===== config.mk =====
export PLATFORM = sky130hd
export DESIGN_NAME = standard_timer
export DESIGN_NICKNAME = d
export VERILOG_FILES = /design/src/core/timer_pkg.sv /design/src/core/standard_timer.sv
export SDC_FILE = /design/constraint.sdc
export NUM_CORES = 1
export LEC_CHECK = 0
export BUFFER_PORTS_ARGS = -buffer_cell sky130_fd_sc_hd__buf_2
export CORE_ASPECT_RATIO = 0.75
export CORE_MARGIN = 2
export CORE_UTILIZATION = 40
export DETAILED_ROUTE_END_ITERATION = 6
export PLACE_DENSITY = 0.6
export REMOVE_ABC_BUFFERS = 1
export SLEW_MARGIN = 20
export SYNTH_ARGS = -nofsm -noshare
export SYNTH_HDL_FRONTEND = slang
export SYNTH_SLANG_ARGS = --single-unit

===== constraint.sdc =====
create_clock -name clk -period 2.5 [get_ports clk]
set_input_delay 0 -clock clk [delete_from_list [all_inputs] [get_ports clk]]
set_output_delay 0 -clock clk [all_outputs]
set_load 0.05 [all_outputs]

===== src/core/timer_pkg.sv =====
// constants, register layout and carrier types for the standard timer block
// assumes a 32-bit classic wishbone slave at 125 MHz, one clock domain
// Summary of operation
// (RQ1) mode field 00 selects compare match output mode
// (RQ2) clear select low: clear on P match or overflow; both flags raised
// (RQ3) clear select high: clear on A match; only A flag, never P flag
// (RQ4) software keeps compare A nonzero in compare match output mode
// (RQ5) compare A zero: counter wraps at 3ff, no A flag for it
// (RQ6) in compare match mode only an A match moves the pin
// (RQ7) A match drives pin high, low or toggles per pin function; zero keeps
// (RQ8) pin function: 00 keep, 01 low, 10 high, 11 toggle
// (RQ9) run rising loads the pin with the initial level
// (RQ10) run rising zeroes counter; run falling freezes the count
// (RQ11) mode 11 behaves as compare mode with flags but pin undriven
// (RQ12) mode 10 with pin function 10 gives pwm output
// (RQ13) swap 0: period is P times 128 or 1024, duty is A
// (RQ14) swap 1: period is A, duty is P times 128; the code uses a duty of 1024 when P is zero
// (RQ15) duty at or above period holds output fully active
// (RQ16) in pwm each A match sets A flag, each P match sets P flag
// (RQ17) pwm pin function 00/01 forces inactive/active, counting continues
// (RQ18) pwm level control picks active polarity; invert flips final output
// (RQ19) pwm ignores clear select; period comparator clear sets the period
// (RQ20) mode 10 with pin function 11 gives a single pulse
// (RQ21) run rise by software or external pin edge starts pulse and counter
// (RQ22) pulse: A match clears run, ends pulse, sets A flag; software clear too
// (RQ23) pulse: counter resets only on run rise; P, clear select, swap unused
// (RQ24) software keeps run high while the pulse should stay active
// (RQ25) output invert set inverts pin level, clear passes it
// (RQ26) while running counter steps once per timer tick; matches set flags
package timer_pkg;
    localparam int CLK_PERIOD_NS = 8;
    localparam int COUNT_W = 10;
    localparam int CMP_P_W = 3;
    localparam int P_SHIFT = 7;
    localparam logic [7:0] ADDR_CTRL0 = 8'h00;
    localparam logic [7:0] ADDR_CTRL1 = 8'h04;
    localparam logic [7:0] ADDR_COUNT = 8'h08;
    localparam logic [7:0] ADDR_CMPA = 8'h0c;
    localparam logic [7:0] ADDR_STATUS = 8'h10;
    localparam logic [7:0] ADDR_DIVIDER = 8'h14;
    localparam int RUN_BIT = 3;
    localparam int FLAG_A_BIT = 0;
    localparam int FLAG_P_BIT = 1;
    localparam logic [7:0] CTRL1_RESET = 8'h00;
    localparam logic [9:0] CMPA_RESET = 10'h000;
    localparam logic [2:0] CMPP_RESET = 3'h0;
    localparam logic [9:0] COUNT_MAX = 10'h3ff;
    localparam logic [1:0] MODE_CMP = 2'h0;
    localparam logic [1:0] MODE_CAPT = 2'h1;
    localparam logic [1:0] MODE_PWM = 2'h2;
    localparam logic [1:0] MODE_TIMER = 2'h3;
    localparam logic [1:0] PF_KEEP = 2'h0;
    localparam logic [1:0] PF_LOW = 2'h1;
    localparam logic [1:0] PF_HIGH = 2'h2;
    localparam logic [1:0] PF_TOGGLE = 2'h3;
    localparam logic [1:0] PF_PWM_OFF = 2'h0;
    localparam logic [1:0] PF_PWM_ON = 2'h1;
    localparam logic [1:0] PF_PWM = 2'h2;
    localparam logic [1:0] PF_PULSE = 2'h3;

    // timer_control_one layout, msb first
    typedef struct packed {
        logic [1:0] mode_select;
        logic [1:0] pin_function_select;
        logic output_level_control;
        logic output_invert;
        logic duty_period_swap;
        logic counter_clear_select;
    } timer_control_one_t;

    typedef enum logic [4:0] {
        OP_CMP = 5'b00001,
        OP_CAPT = 5'b00010,
        OP_PWM = 5'b00100,
        OP_PULSE = 5'b01000,
        OP_TIMER = 5'b10000
    } op_t;

    typedef struct packed {
        logic a;
        logic p;
        logic ovf;
    } match_t;
endpackage


===== src/core/standard_timer.sv =====
// standard timer: 10-bit up counter, comparators a and p, output modes
// assumes a classic wishbone master on clk; external_clock_pin is asynchronous
`timescale 1ns/100ps
`default_nettype none
module standard_timer
    import timer_pkg::*;
#(
    parameter int DIV_W = 8 // width of the timer tick divider
) (
    input wire logic clk, // system clock, 125 MHz
    input wire logic reset_n, // asynchronous reset, active low
    input wire logic wb_cyc_i, // wishbone cycle
    input wire logic wb_stb_i, // wishbone strobe
    input wire logic wb_we_i, // wishbone write enable
    input wire logic [7:0] wb_adr_i, // wishbone byte address
    input wire logic [3:0] wb_sel_i, // wishbone byte enables
    input wire logic [31:0] wb_dat_i, // wishbone write data
    output logic [31:0] wb_dat_o, // wishbone read data
    output logic wb_ack_o, // wishbone acknowledge
    input wire logic external_clock_pin, // pulse trigger pin, rising edge
    output logic timer_out, // timer output pin level
    output logic timer_out_en // high while the timer drives the pin
);

    initial begin
        if (DIV_W < 1 || DIV_W > 16) begin
            $error("standard_timer: DIV_W must lie between 1 and 16");
        end
    end

    timer_control_one_t ctrl;
    logic [COUNT_W-1:0] compare_a_value;
    logic [CMP_P_W-1:0] compare_p_value;
    logic [COUNT_W-1:0] count;
    logic [DIV_W-1:0] divider;
    logic [DIV_W-1:0] div_count;
    logic counter_run;
    logic run_prev;
    logic match_a_flag;
    logic match_p_flag;
    logic pin_state;
    logic ext_sync1;
    logic ext_sync2;
    logic ext_prev;
    logic tick;
    logic run_rise;
    logic step;
    op_t op;
    match_t hit;
    logic [COUNT_W:0] count_next;
    logic [COUNT_W:0] period_len;
    logic [COUNT_W:0] duty_len;
    logic clear_now;
    logic set_a;
    logic set_p;
    logic pwm_active;
    logic next_timer_out;
    logic next_timer_out_en;
    logic bus_req;
    logic bus_wr;
    logic ext_rise;
    logic [31:0] read_mux;

    // p compare value scaled to counter units; zero means the full range
    function automatic logic [COUNT_W:0] p_span(input logic [CMP_P_W-1:0] p);
        logic [COUNT_W:0] span;
        span = {1'b0, p, {P_SHIFT{1'b0}}};
        if (p == '0) begin
            span = {1'b1, {COUNT_W{1'b0}}};
        end
        return span;
    endfunction

    function automatic op_t decode_op(input timer_control_one_t c);
        op_t o;
        o = OP_CMP;
        case (c.mode_select)
            MODE_CMP: o = OP_CMP; // [RQ1]
            MODE_CAPT: o = OP_CAPT;
            MODE_PWM: o = (c.pin_function_select == PF_PULSE) ? OP_PULSE : OP_PWM; // [RQ12] [RQ20]
            MODE_TIMER: o = OP_TIMER; // [RQ11]
            default: o = OP_CMP;
        endcase
        return o;
    endfunction

    function automatic logic lane_write(input logic [7:0] adr, input logic [7:0] target,
                                        input logic wr, input logic [3:0] sel,
                                        input int lane);
        return wr && (adr == target) && sel[lane];
    endfunction

    assign op = decode_op(ctrl);
    assign bus_req = wb_cyc_i && wb_stb_i;
    // writes land on the edge where the master sees ack high
    assign bus_wr = bus_req && wb_we_i && wb_ack_o;

    // external pin: two flip-flops, then an edge detector on the second
    always_ff @(posedge clk or negedge reset_n) begin
        if (!reset_n) begin
            ext_sync1 <= 1'b0;
            ext_sync2 <= 1'b0;
            ext_prev <= 1'b0;
        end else begin
            ext_sync1 <= external_clock_pin;
            ext_sync2 <= ext_sync1;
            ext_prev <= ext_sync2;
        end
    end

    assign ext_rise = ext_sync2 && !ext_prev;

    // timer tick divider: one-cycle enable every divider+1 clocks
    always_ff @(posedge clk or negedge reset_n) begin
        if (!reset_n) begin
            div_count <= '0;
        end else if (div_count == '0) begin
            div_count <= divider;
        end else begin
            div_count <= div_count - 1'b1;
        end
    end

    assign tick = (div_count == '0);
    assign run_rise = counter_run && !run_prev;
    // the rise cycle itself only zeroes the counter, so a tick there is skipped
    assign step = counter_run && tick && !run_rise; // [RQ26]
    assign count_next = {1'b0, count} + 11'h001;

    // comparators look at the value the counter is about to take
    always_comb begin
        hit.a = step && (count_next == {1'b0, compare_a_value}); // [RQ5]
        hit.p = step && (compare_p_value != '0)
                && (count_next == {1'b0, compare_p_value, {P_SHIFT{1'b0}}});
        hit.ovf = step && (count == COUNT_MAX);
    end

    // pwm period and duty by swap selection
    always_comb begin
        if (ctrl.duty_period_swap) begin
            period_len = {1'b0, compare_a_value}; // [RQ14]
            duty_len = p_span(compare_p_value);
        end else begin
            period_len = p_span(compare_p_value); // [RQ13]
            duty_len = {1'b0, compare_a_value};
        end
    end

    // clear decision and flag events per mode
    always_comb begin
        clear_now = 1'b0;
        set_a = 1'b0;
        set_p = 1'b0;
        case (op)
            OP_CMP, OP_TIMER: begin
                if (ctrl.counter_clear_select) begin
                    clear_now = hit.a; // [RQ3]
                    set_a = hit.a; // [RQ3]
                end else begin
                    clear_now = hit.p || (hit.ovf && compare_p_value == '0); // [RQ2]
                    set_a = hit.a; // [RQ2]
                    set_p = hit.p || (hit.ovf && compare_p_value == '0); // [RQ2]
                end
            end
            OP_PWM: begin
                // clear select is not consulted here
                clear_now = step && (count_next == period_len); // [RQ19]
                set_a = hit.a; // [RQ16]
                set_p = hit.p || (hit.ovf && compare_p_value == '0); // [RQ16]
            end
            OP_PULSE: begin
                // counter only wraps; p, clear select and swap play no part
                clear_now = 1'b0; // [RQ23]
                set_a = hit.a; // [RQ22]
            end
            OP_CAPT: begin
                clear_now = hit.p;
                set_p = hit.p;
            end
            default: begin
                clear_now = 1'b0;
            end
        endcase
    end

    // counter
    always_ff @(posedge clk or negedge reset_n) begin
        if (!reset_n) begin
            count <= '0;
        end else if (run_rise) begin
            count <= '0; // [RQ10] [RQ21]
        end else if (step) begin
            if (clear_now) begin
                count <= '0;
            end else begin
                count <= count_next[COUNT_W-1:0]; // [RQ26]
            end
        end
    end

    // run bit: software write, pin trigger in pulse mode, a match ends pulse
    always_ff @(posedge clk or negedge reset_n) begin
        if (!reset_n) begin
            counter_run <= 1'b0;
            run_prev <= 1'b0;
        end else begin
            run_prev <= counter_run;
            if (lane_write(wb_adr_i, ADDR_CTRL0, bus_wr, wb_sel_i, 0)) begin
                counter_run <= wb_dat_i[RUN_BIT]; // [RQ22]
            end else if (op == OP_PULSE && hit.a) begin
                counter_run <= 1'b0; // [RQ22]
            end else if (op == OP_PULSE && ext_rise) begin
                counter_run <= 1'b1; // [RQ21]
            end
        end
    end

    // configuration registers
    always_ff @(posedge clk or negedge reset_n) begin
        if (!reset_n) begin
            ctrl <= CTRL1_RESET;
            compare_a_value <= CMPA_RESET;
            compare_p_value <= CMPP_RESET;
            divider <= '0;
        end else begin
            if (lane_write(wb_adr_i, ADDR_CTRL0, bus_wr, wb_sel_i, 0)) begin
                compare_p_value <= wb_dat_i[CMP_P_W-1:0];
            end
            if (lane_write(wb_adr_i, ADDR_CTRL1, bus_wr, wb_sel_i, 0)) begin
                ctrl <= wb_dat_i[7:0];
            end
            if (lane_write(wb_adr_i, ADDR_CMPA, bus_wr, wb_sel_i, 0)) begin
                compare_a_value[7:0] <= wb_dat_i[7:0];
            end
            if (lane_write(wb_adr_i, ADDR_CMPA, bus_wr, wb_sel_i, 1)) begin
                compare_a_value[COUNT_W-1:8] <= wb_dat_i[COUNT_W-1:8];
            end
            if (lane_write(wb_adr_i, ADDR_DIVIDER, bus_wr, wb_sel_i, 0)) begin
                divider[DIV_W-1:0] <= wb_dat_i[DIV_W-1:0];
            end
        end
    end

    // match flags: write one to clear, a new event in the same cycle wins
    always_ff @(posedge clk or negedge reset_n) begin
        if (!reset_n) begin
            match_a_flag <= 1'b0;
            match_p_flag <= 1'b0;
        end else begin
            if (set_a) begin
                match_a_flag <= 1'b1; // [RQ26]
            end else if (lane_write(wb_adr_i, ADDR_STATUS, bus_wr, wb_sel_i, 0)
                         && wb_dat_i[FLAG_A_BIT]) begin
                match_a_flag <= 1'b0;
            end
            if (set_p) begin
                match_p_flag <= 1'b1; // [RQ26]
            end else if (lane_write(wb_adr_i, ADDR_STATUS, bus_wr, wb_sel_i, 0)
                         && wb_dat_i[FLAG_P_BIT]) begin
                match_p_flag <= 1'b0;
            end
        end
    end

    // compare mode pin state: loaded on run rise, moved only by an a match
    always_ff @(posedge clk or negedge reset_n) begin
        if (!reset_n) begin
            pin_state <= 1'b0;
        end else if (run_rise) begin
            pin_state <= ctrl.output_level_control; // [RQ9]
        end else if (op == OP_CMP && set_a) begin // [RQ6]
            case (ctrl.pin_function_select)
                PF_KEEP: pin_state <= pin_state; // [RQ7] [RQ8]
                PF_LOW: pin_state <= 1'b0; // [RQ8]
                PF_HIGH: pin_state <= 1'b1; // [RQ8]
                PF_TOGGLE: pin_state <= !pin_state; // [RQ7] [RQ8]
                default: pin_state <= pin_state;
            endcase
        end
    end

    // pwm waveform; duty at or past the period keeps it active all period
    assign pwm_active = (duty_len >= period_len) || ({1'b0, count} < duty_len); // [RQ15]

    always_comb begin
        next_timer_out = 1'b0;
        next_timer_out_en = 1'b0;
        case (op)
            OP_CMP: begin
                next_timer_out = pin_state ^ ctrl.output_invert; // [RQ25]
                next_timer_out_en = 1'b1;
            end
            OP_PWM: begin
                next_timer_out_en = 1'b1;
                case (ctrl.pin_function_select)
                    PF_PWM_OFF: next_timer_out = !ctrl.output_level_control; // [RQ17]
                    PF_PWM_ON: next_timer_out = ctrl.output_level_control; // [RQ17]
                    default: next_timer_out = pwm_active ? ctrl.output_level_control
                                                         : !ctrl.output_level_control; // [RQ18]
                endcase
                next_timer_out = next_timer_out ^ ctrl.output_invert; // [RQ18] [RQ25]
            end
            OP_PULSE: begin
                // pulse is active exactly while run is high
                next_timer_out = (counter_run ? ctrl.output_level_control
                                              : !ctrl.output_level_control)
                                 ^ ctrl.output_invert; // [RQ21] [RQ22] [RQ25]
                next_timer_out_en = 1'b1;
            end
            OP_TIMER: begin
                next_timer_out = 1'b0; // [RQ11]
                next_timer_out_en = 1'b0; // [RQ11]
            end
            default: begin
                next_timer_out = 1'b0;
                next_timer_out_en = 1'b0;
            end
        endcase
    end

    // pin registered so it never glitches on comparator decode
    always_ff @(posedge clk or negedge reset_n) begin
        if (!reset_n) begin
            timer_out <= 1'b0;
            timer_out_en <= 1'b0;
        end else begin
            timer_out <= next_timer_out;
            timer_out_en <= next_timer_out_en;
        end
    end

    // read mux; unmapped addresses read as zero
    always_comb begin
        read_mux = 32'h0000_0000;
        case (wb_adr_i)
            ADDR_CTRL0: begin
                read_mux[RUN_BIT] = counter_run;
                read_mux[CMP_P_W-1:0] = compare_p_value;
            end
            ADDR_CTRL1: read_mux[7:0] = ctrl;
            ADDR_COUNT: read_mux[COUNT_W-1:0] = count;
            ADDR_CMPA: read_mux[COUNT_W-1:0] = compare_a_value;
            ADDR_STATUS: begin
                read_mux[FLAG_A_BIT] = match_a_flag;
                read_mux[FLAG_P_BIT] = match_p_flag;
            end
            ADDR_DIVIDER: read_mux[DIV_W-1:0] = divider;
            default: read_mux = 32'h0000_0000;
        endcase
    end

    // one wait state: ack in the cycle after the request, dropped next cycle
    always_ff @(posedge clk or negedge reset_n) begin
        if (!reset_n) begin
            wb_ack_o <= 1'b0;
            wb_dat_o <= 32'h0000_0000;
        end else begin
            wb_ack_o <= bus_req && !wb_ack_o;
            if (bus_req && !wb_ack_o && !wb_we_i) begin
                wb_dat_o <= read_mux;
            end
        end
    end

endmodule
`default_nettype wire


# Yosys cells after proc, flatten, opt, wreduce, memory -nomap -nowiden
# Index checks and enable logic that the tools add are counted.
# word_totals
reg_bits	68
latchBits	0
mem_bits_rw	0
mem_bits_ro	0
input_bits	50
out_inout_bits	35
elab_cells	141
n_memories	0
# op_classes
add_sub_neg	2
mul	0
div	0
order_cmp	2
n_eq_ne	21
shift	0
muxes	34
bitwise	3
reduce_logical	55
# ops
op	count
$mux 11	3
$logic_and 1x1->1	31
$mux 10	3
$eq 11x10->1	2
$pmux 5 s4	1
$eq 8x4->1 const B	2
$eq 8x5->1 const B	2
$logic_not 8->1	2
$mux 1	16
$pmux 4 s4	1
$pmux 1 s3	4
$pmux 2 s6	1
$add 10x1->11 const B	1
$eq 11x11->1	1
$ge 11x11->1	1
$lt 10x11->1	1
$eq 10x10->1 const B	1
$pmux 2 s5	1
$eq 2x2->1 const B	4
$eq 8x3->1 const B	1
$mux 8	1
$reduce_bool 2->1	4
$sub 8x1->8 const B	1
$logic_not 1->1	7
19 further kinds	25

# Logic depth before layout (Yosys ltp)
# depth
ltp_word	12
ltp_mapped	12

# Least setup slack after synthesis
# Ideal clock, no wire load.
# synth_timing
path_type	register -> register
start	reg count[1]
end	reg count[7]
t_arrival_ps	2606
setup_slack_ps	-232
path_stages_with_launch	11
path_buffers	1
period_less_slack_ps	2732
cell_sequence	dfrtp_1 > ha_1 > and3_1 > buf_6 > xnor2_1 > a211oi_2 > nand3_2 > nor4_2 > a221o_2 > nor2_2 > a221o_1
# synth_between
elab_chain_cells	9
word_cells_on_any_way	16
# synth_lines
item	line	text
from (decl)	standard_timer.sv:34	logic [COUNT_W-1:0] count;
from (signal assigned)	standard_timer.sv:196	count <= count_next[COUNT_W-1:0];
$add 10x1->11 or $eq 10x10->1 (tied branches)	standard_timer.sv:128, standard_timer.sv:135	
$eq 11x10->1 or $logic_and 1x1->1 (tied branches)	standard_timer.sv:134, standard_timer.sv:135	
$logic_and 1x1->1, on equally long branches	standard_timer.sv:134, standard_timer.sv:160	
$logic_or 1x1->1	standard_timer.sv:160	clear_now = hit.p || (hit.ovf && compare_p_value == '0);
$mux 1	standard_timer.sv:156	if (ctrl.counter_clear_select) begin
$pmux 1 s3	standard_timer.sv:154	case (op)
$mux 10 *	standard_timer.sv:193	if (clear_now) begin
$mux 10 *	standard_timer.sv:192	end else if (step) begin
$mux 10 *	standard_timer.sv:190	end else if (run_rise) begin
# Every way passes the cells marked *; elsewhere a longest branch is shown, timed or not. The select of a mux whose other input is x is not followed.
# A chain may end at the register's enable or synchronous reset.

# Final worst setup path
# layout_timing
start	reg count[0]
end	reg count[7]
# Same word-level chain as after synthesis.

==> flow_metrics.py <==
metrics = {
    "yosys": {
        "syn_inst": 484,
        "syn_avg_cell_area_um2": 9.609,
        "synth-seq-cells": 68,
        "synth_edf_count": 0,
        "postSynth.asyncResetShare": 1.000,
        "synth_warnings": 0,
        "syn-cell-area_mm2": 0.004651,
        "synth_ff_type": "dfrtp_1",
        "ys_seq_area_frac": 0.3659,
        "synth.distinct_cells": 67,
    },
    "layout": {
        "area_growth_pct": 38.50,
        "diodes": 0,
        "layout_common_cells": "buf_4 (106), dfrtp_1 (66), nand2_1 (49)",
        "final_nets": 708,
        "final_core_util": 0.5608,
        "fillers": 1043,
        "mostFrequentLayoutCell": "buf_4",
        "drive_gt1_frac": 0.4053,
    },
    "route": {
        "routed_via_density": 5.453,
        "firstDrtPassIters": 5,
        "wl_met3_um": 1207,
        "routedWlPerCell_um": 17.97,
        "wl_met2_um": 5737,
        "dr.first_iter.drc_count": 320,
        "met1Wirelength_um": 6971,
        "vias": 4297,
        "routed.top_layer": "met4",
        "postRouteAntennaNets": 0,
        "remaining_drc_errors": 0,
        "finalWirelength_um": 14160,
    },
    "place": {
        "hpwlAfterDp_um": 10540,
        "gp_congestion": 0.9021,
        "port_buffers": 38,
        "pre_cts_slack_ns": -0.2286,
    },
    "floorplanning": {
        "start_util": 0.4049,
        "die_h_um": 97.38,
        "pin_count": 85,
        "fp.dieW_um": 128.5,
        "rows": 34,
        "core_mm2": 0.01149,
        "fp.dieArea_mm2": 0.01251,
    },
    "clock_tree": {
        "root_buffer": "clkbuf_16",
        "clk_pin_slew_worst_paths_ns": 0.06,
        "clockBufferDepth": 2,
        "cts_made_buffers": 9,
        "htree_levels": 3,
        "cts_tree": "done",
        "clock_latency_ns": 0.33,
        "cts_sinks": 68,
    },
    "run_status": {
        "violations": "negative setup slack",
        "outcome": "finished, violations left",
    },
    "grt": {
        "grt_max_degree": 29,
        "first_global_vias": 4240,
        "grt_usage": 0.2355,
        "antenna_found_initial": 0,
        "grt_pass1_wl_um": 22690,
        "grt_overflow_total": 0,
    },
    "job": {
        "cap_violations": 0,
    },
    "critical_path": {
        "cp_cell_sequence": "buf_6 > nand4_4 > buf_12 > nor2_4 > xnor3_1 > or3_4 > a211oi_2 > a221o_2 > nor2_4 > a221o_1",
        "crit_path_max_fanout": 6,
        "critPathCaptureType": "flop",
        "cp_num_cells": 10,
        "r2r_cells": 10,
        "crit_arrival_ns": 2.85,
        "startpoint_type": "flop",
        "slowest_delay_ns": 0.42,
        "path_buf_inv": 2,
        "crit_required_ns": 2.72,
        "critical_path.top_delay_family": "compound AO/OA/AOI/OAI gates",
        "cp_slowest_cell": "dfrtp_1",
        "reg2reg_slack_ns": -0.13,
        "crit_top_cell": "nor2_4",
        "crit_type": "flop to flop",
    },
    "hold_path": {
        "holdPathStages": 2,
        "hold_class": "input port to flop",
    },
    "timing": {
        "fmax_mhz": 379.8,
        "period_minus_slack_ns": 2.633,
        "setup_viol": 13,
        "period_share": 1.053,
        "worstMarginPinSlew_ns": 0.5826,
        "layout_setup_ws_ns": -0.1333,
        "fin_skew_ns": 0.007153,
        "drv_slew": 0,
        "grt_setup_unrepaired": "true",
        "slew-limit-headroom": 0.6086,
        "hold_viol_final": 0,
    },
    "power": {
        "seqPwrFrac": 0.324,
        "pwr-share-comb": 0.346,
        "irDropWorstVdd_mv": 0.3911,
        "p_int_mw": 2.701,
        "p_sw_mw": 1.319,
        "clockPowerShare": 0.330,
        "power_leakage_nw": 3.018,
        "p_sw_frac": 0.3282,
        "power.density_mw_per_mm2": 624.2,
    },
}
synth_stat cells (2+ instances only):
cell	number	area share
a21oi_1	17	0.018
a31oi_1	10	0.013
a22oi_1	7	0.011
buf_2	6	0.0065
clkbuf_1	12	0.0097
xnor3_1	7	0.034
nand3b_1	2	0.0032
or3_1	14	0.019
nand3_1	16	0.017
nor2_1	28	0.023
mux2_2	33	0.080
buf_6	2	0.0048
o21ai_0	25	0.027
nand4_1	5	0.0067
a211oi_2	2	0.0054
a211oi_1	2	0.0032
dfrtp_1	68	0.37
buf_4	25	0.040
nand2b_1	4	0.0054
or4_1	3	0.0048
nand4b_1	3	0.0057
xnor2_1	12	0.023
inv_1	16	0.013
or2_2	2	0.0027
a21o_1	7	0.011
nor3b_1	3	0.0048
o22ai_1	2	0.0027
ha_1	19	0.051
nor2b_1	4	0.0054
a211o_1	2	0.0038
xor2_1	4	0.0075
mux2i_1	11	0.024
nor3_1	10	0.011
nor4_1	4	0.0054
and3_1	3	0.0040
nand2_1	52	0.042
a221oi_1	3	0.0057
mux4_2	2	0.0097
o31ai_1	5	0.0081
and2_1	5	0.0067
power groups by stage:
stage               Clock [mW]  Sequential (mW)  Combinational, mW
floorplan                    0             1.39              0.569
global placement             0             1.30               1.17
detailed placement           0             1.30               1.19
CTS                       1.35             1.29               1.36
global route              1.40             1.31               1.52
finish                    1.33             1.30               1.39
metal layers:
layer / GRT usage / up-vias
li1: - / 2007
met1: 0.3484 / 2098
met5: 0 / -
met4: 0.06605 / 0
met2: 0.3306 / 173
met3: 0.07269 / 19
final cells by class:
cell class	count	area, µm²	share of cell area
Clock buffer	10	239.0	0.03710
Clock inverter	6	71.32	0.01107
Inverter	17	65.06	0.01010
Multi-Input combinational cell	375	2918	0.4530
Sequential cell	68	1704	0.2646
Tap cell	144	180.2	0.02797
Timing Repair Buffer	168	1264	0.1962
worst paths after layout:
| check | from | end |
|---|---|---|
| max | count[0] | count[7] |
| min | wb_dat_i[5] | ctrl[5] |
| max reg2reg | count[0] | count[7] |
| min reg2reg | ext_sync1 | ext_sync2 |
| max in group asynchronous | reset_n | ext_prev |
| min in group asynchronous | reset_n | wb_dat_o[9] |
registers in the layout (all words and copies together), names as in the netlist, 3 cells and up:
| signal | count |
|---|---|
| wb_dat_o | 10 |
| compare_p_value | 3 |
| divider | 8 |
| compare_a_value | 10 |
| count | 10 |
| ctrl | 8 |
| div_count | 8 |
stage by stage:
stage | instances | instance area, µm² | hold slack [ns] | TNS [ns] | power (mW)
finish | 788 | 6441 | 0.005604 | -0.9322 | 4.020
global route | 788 | 6441 | 0.01106 | -2.066 | 4.234
CTS | 785 | 6340 | 0.01169 | -0.5842 | 4.003
detailed placement | 738 | 5548 | -0.03903 | -1.544 | 2.495
global placement | 738 | 5548 | -0.03944 | -1.250 | 2.468
floorplan | 460 | 4444 | -0.2956 | -1.735 | 1.959
timing repair:
item	CTS	global route
gates resized for setup	48	17
cloned	1	0
hold endpoints to repair	31	0
setup buffers	20	3
hold buffers	10	0
pin swaps	28	6
setup endpoints to repair	12	14
logic make-up after synthesis:
logic type,count (synthesis),share of synthesized area
AO/OA/AOI/OAI,95,0.1356
AND/OR/NAND/NOR,170,0.1942
buffers and inverters,62,0.07506
adder cells (fa/ha/maj),19,0.05112
XOR/XNOR,23,0.06403
other,1,0.0008063
multiplexers,46,0.1133
flip-flops,68,0.3659
(Power assumes the default switching activity.)
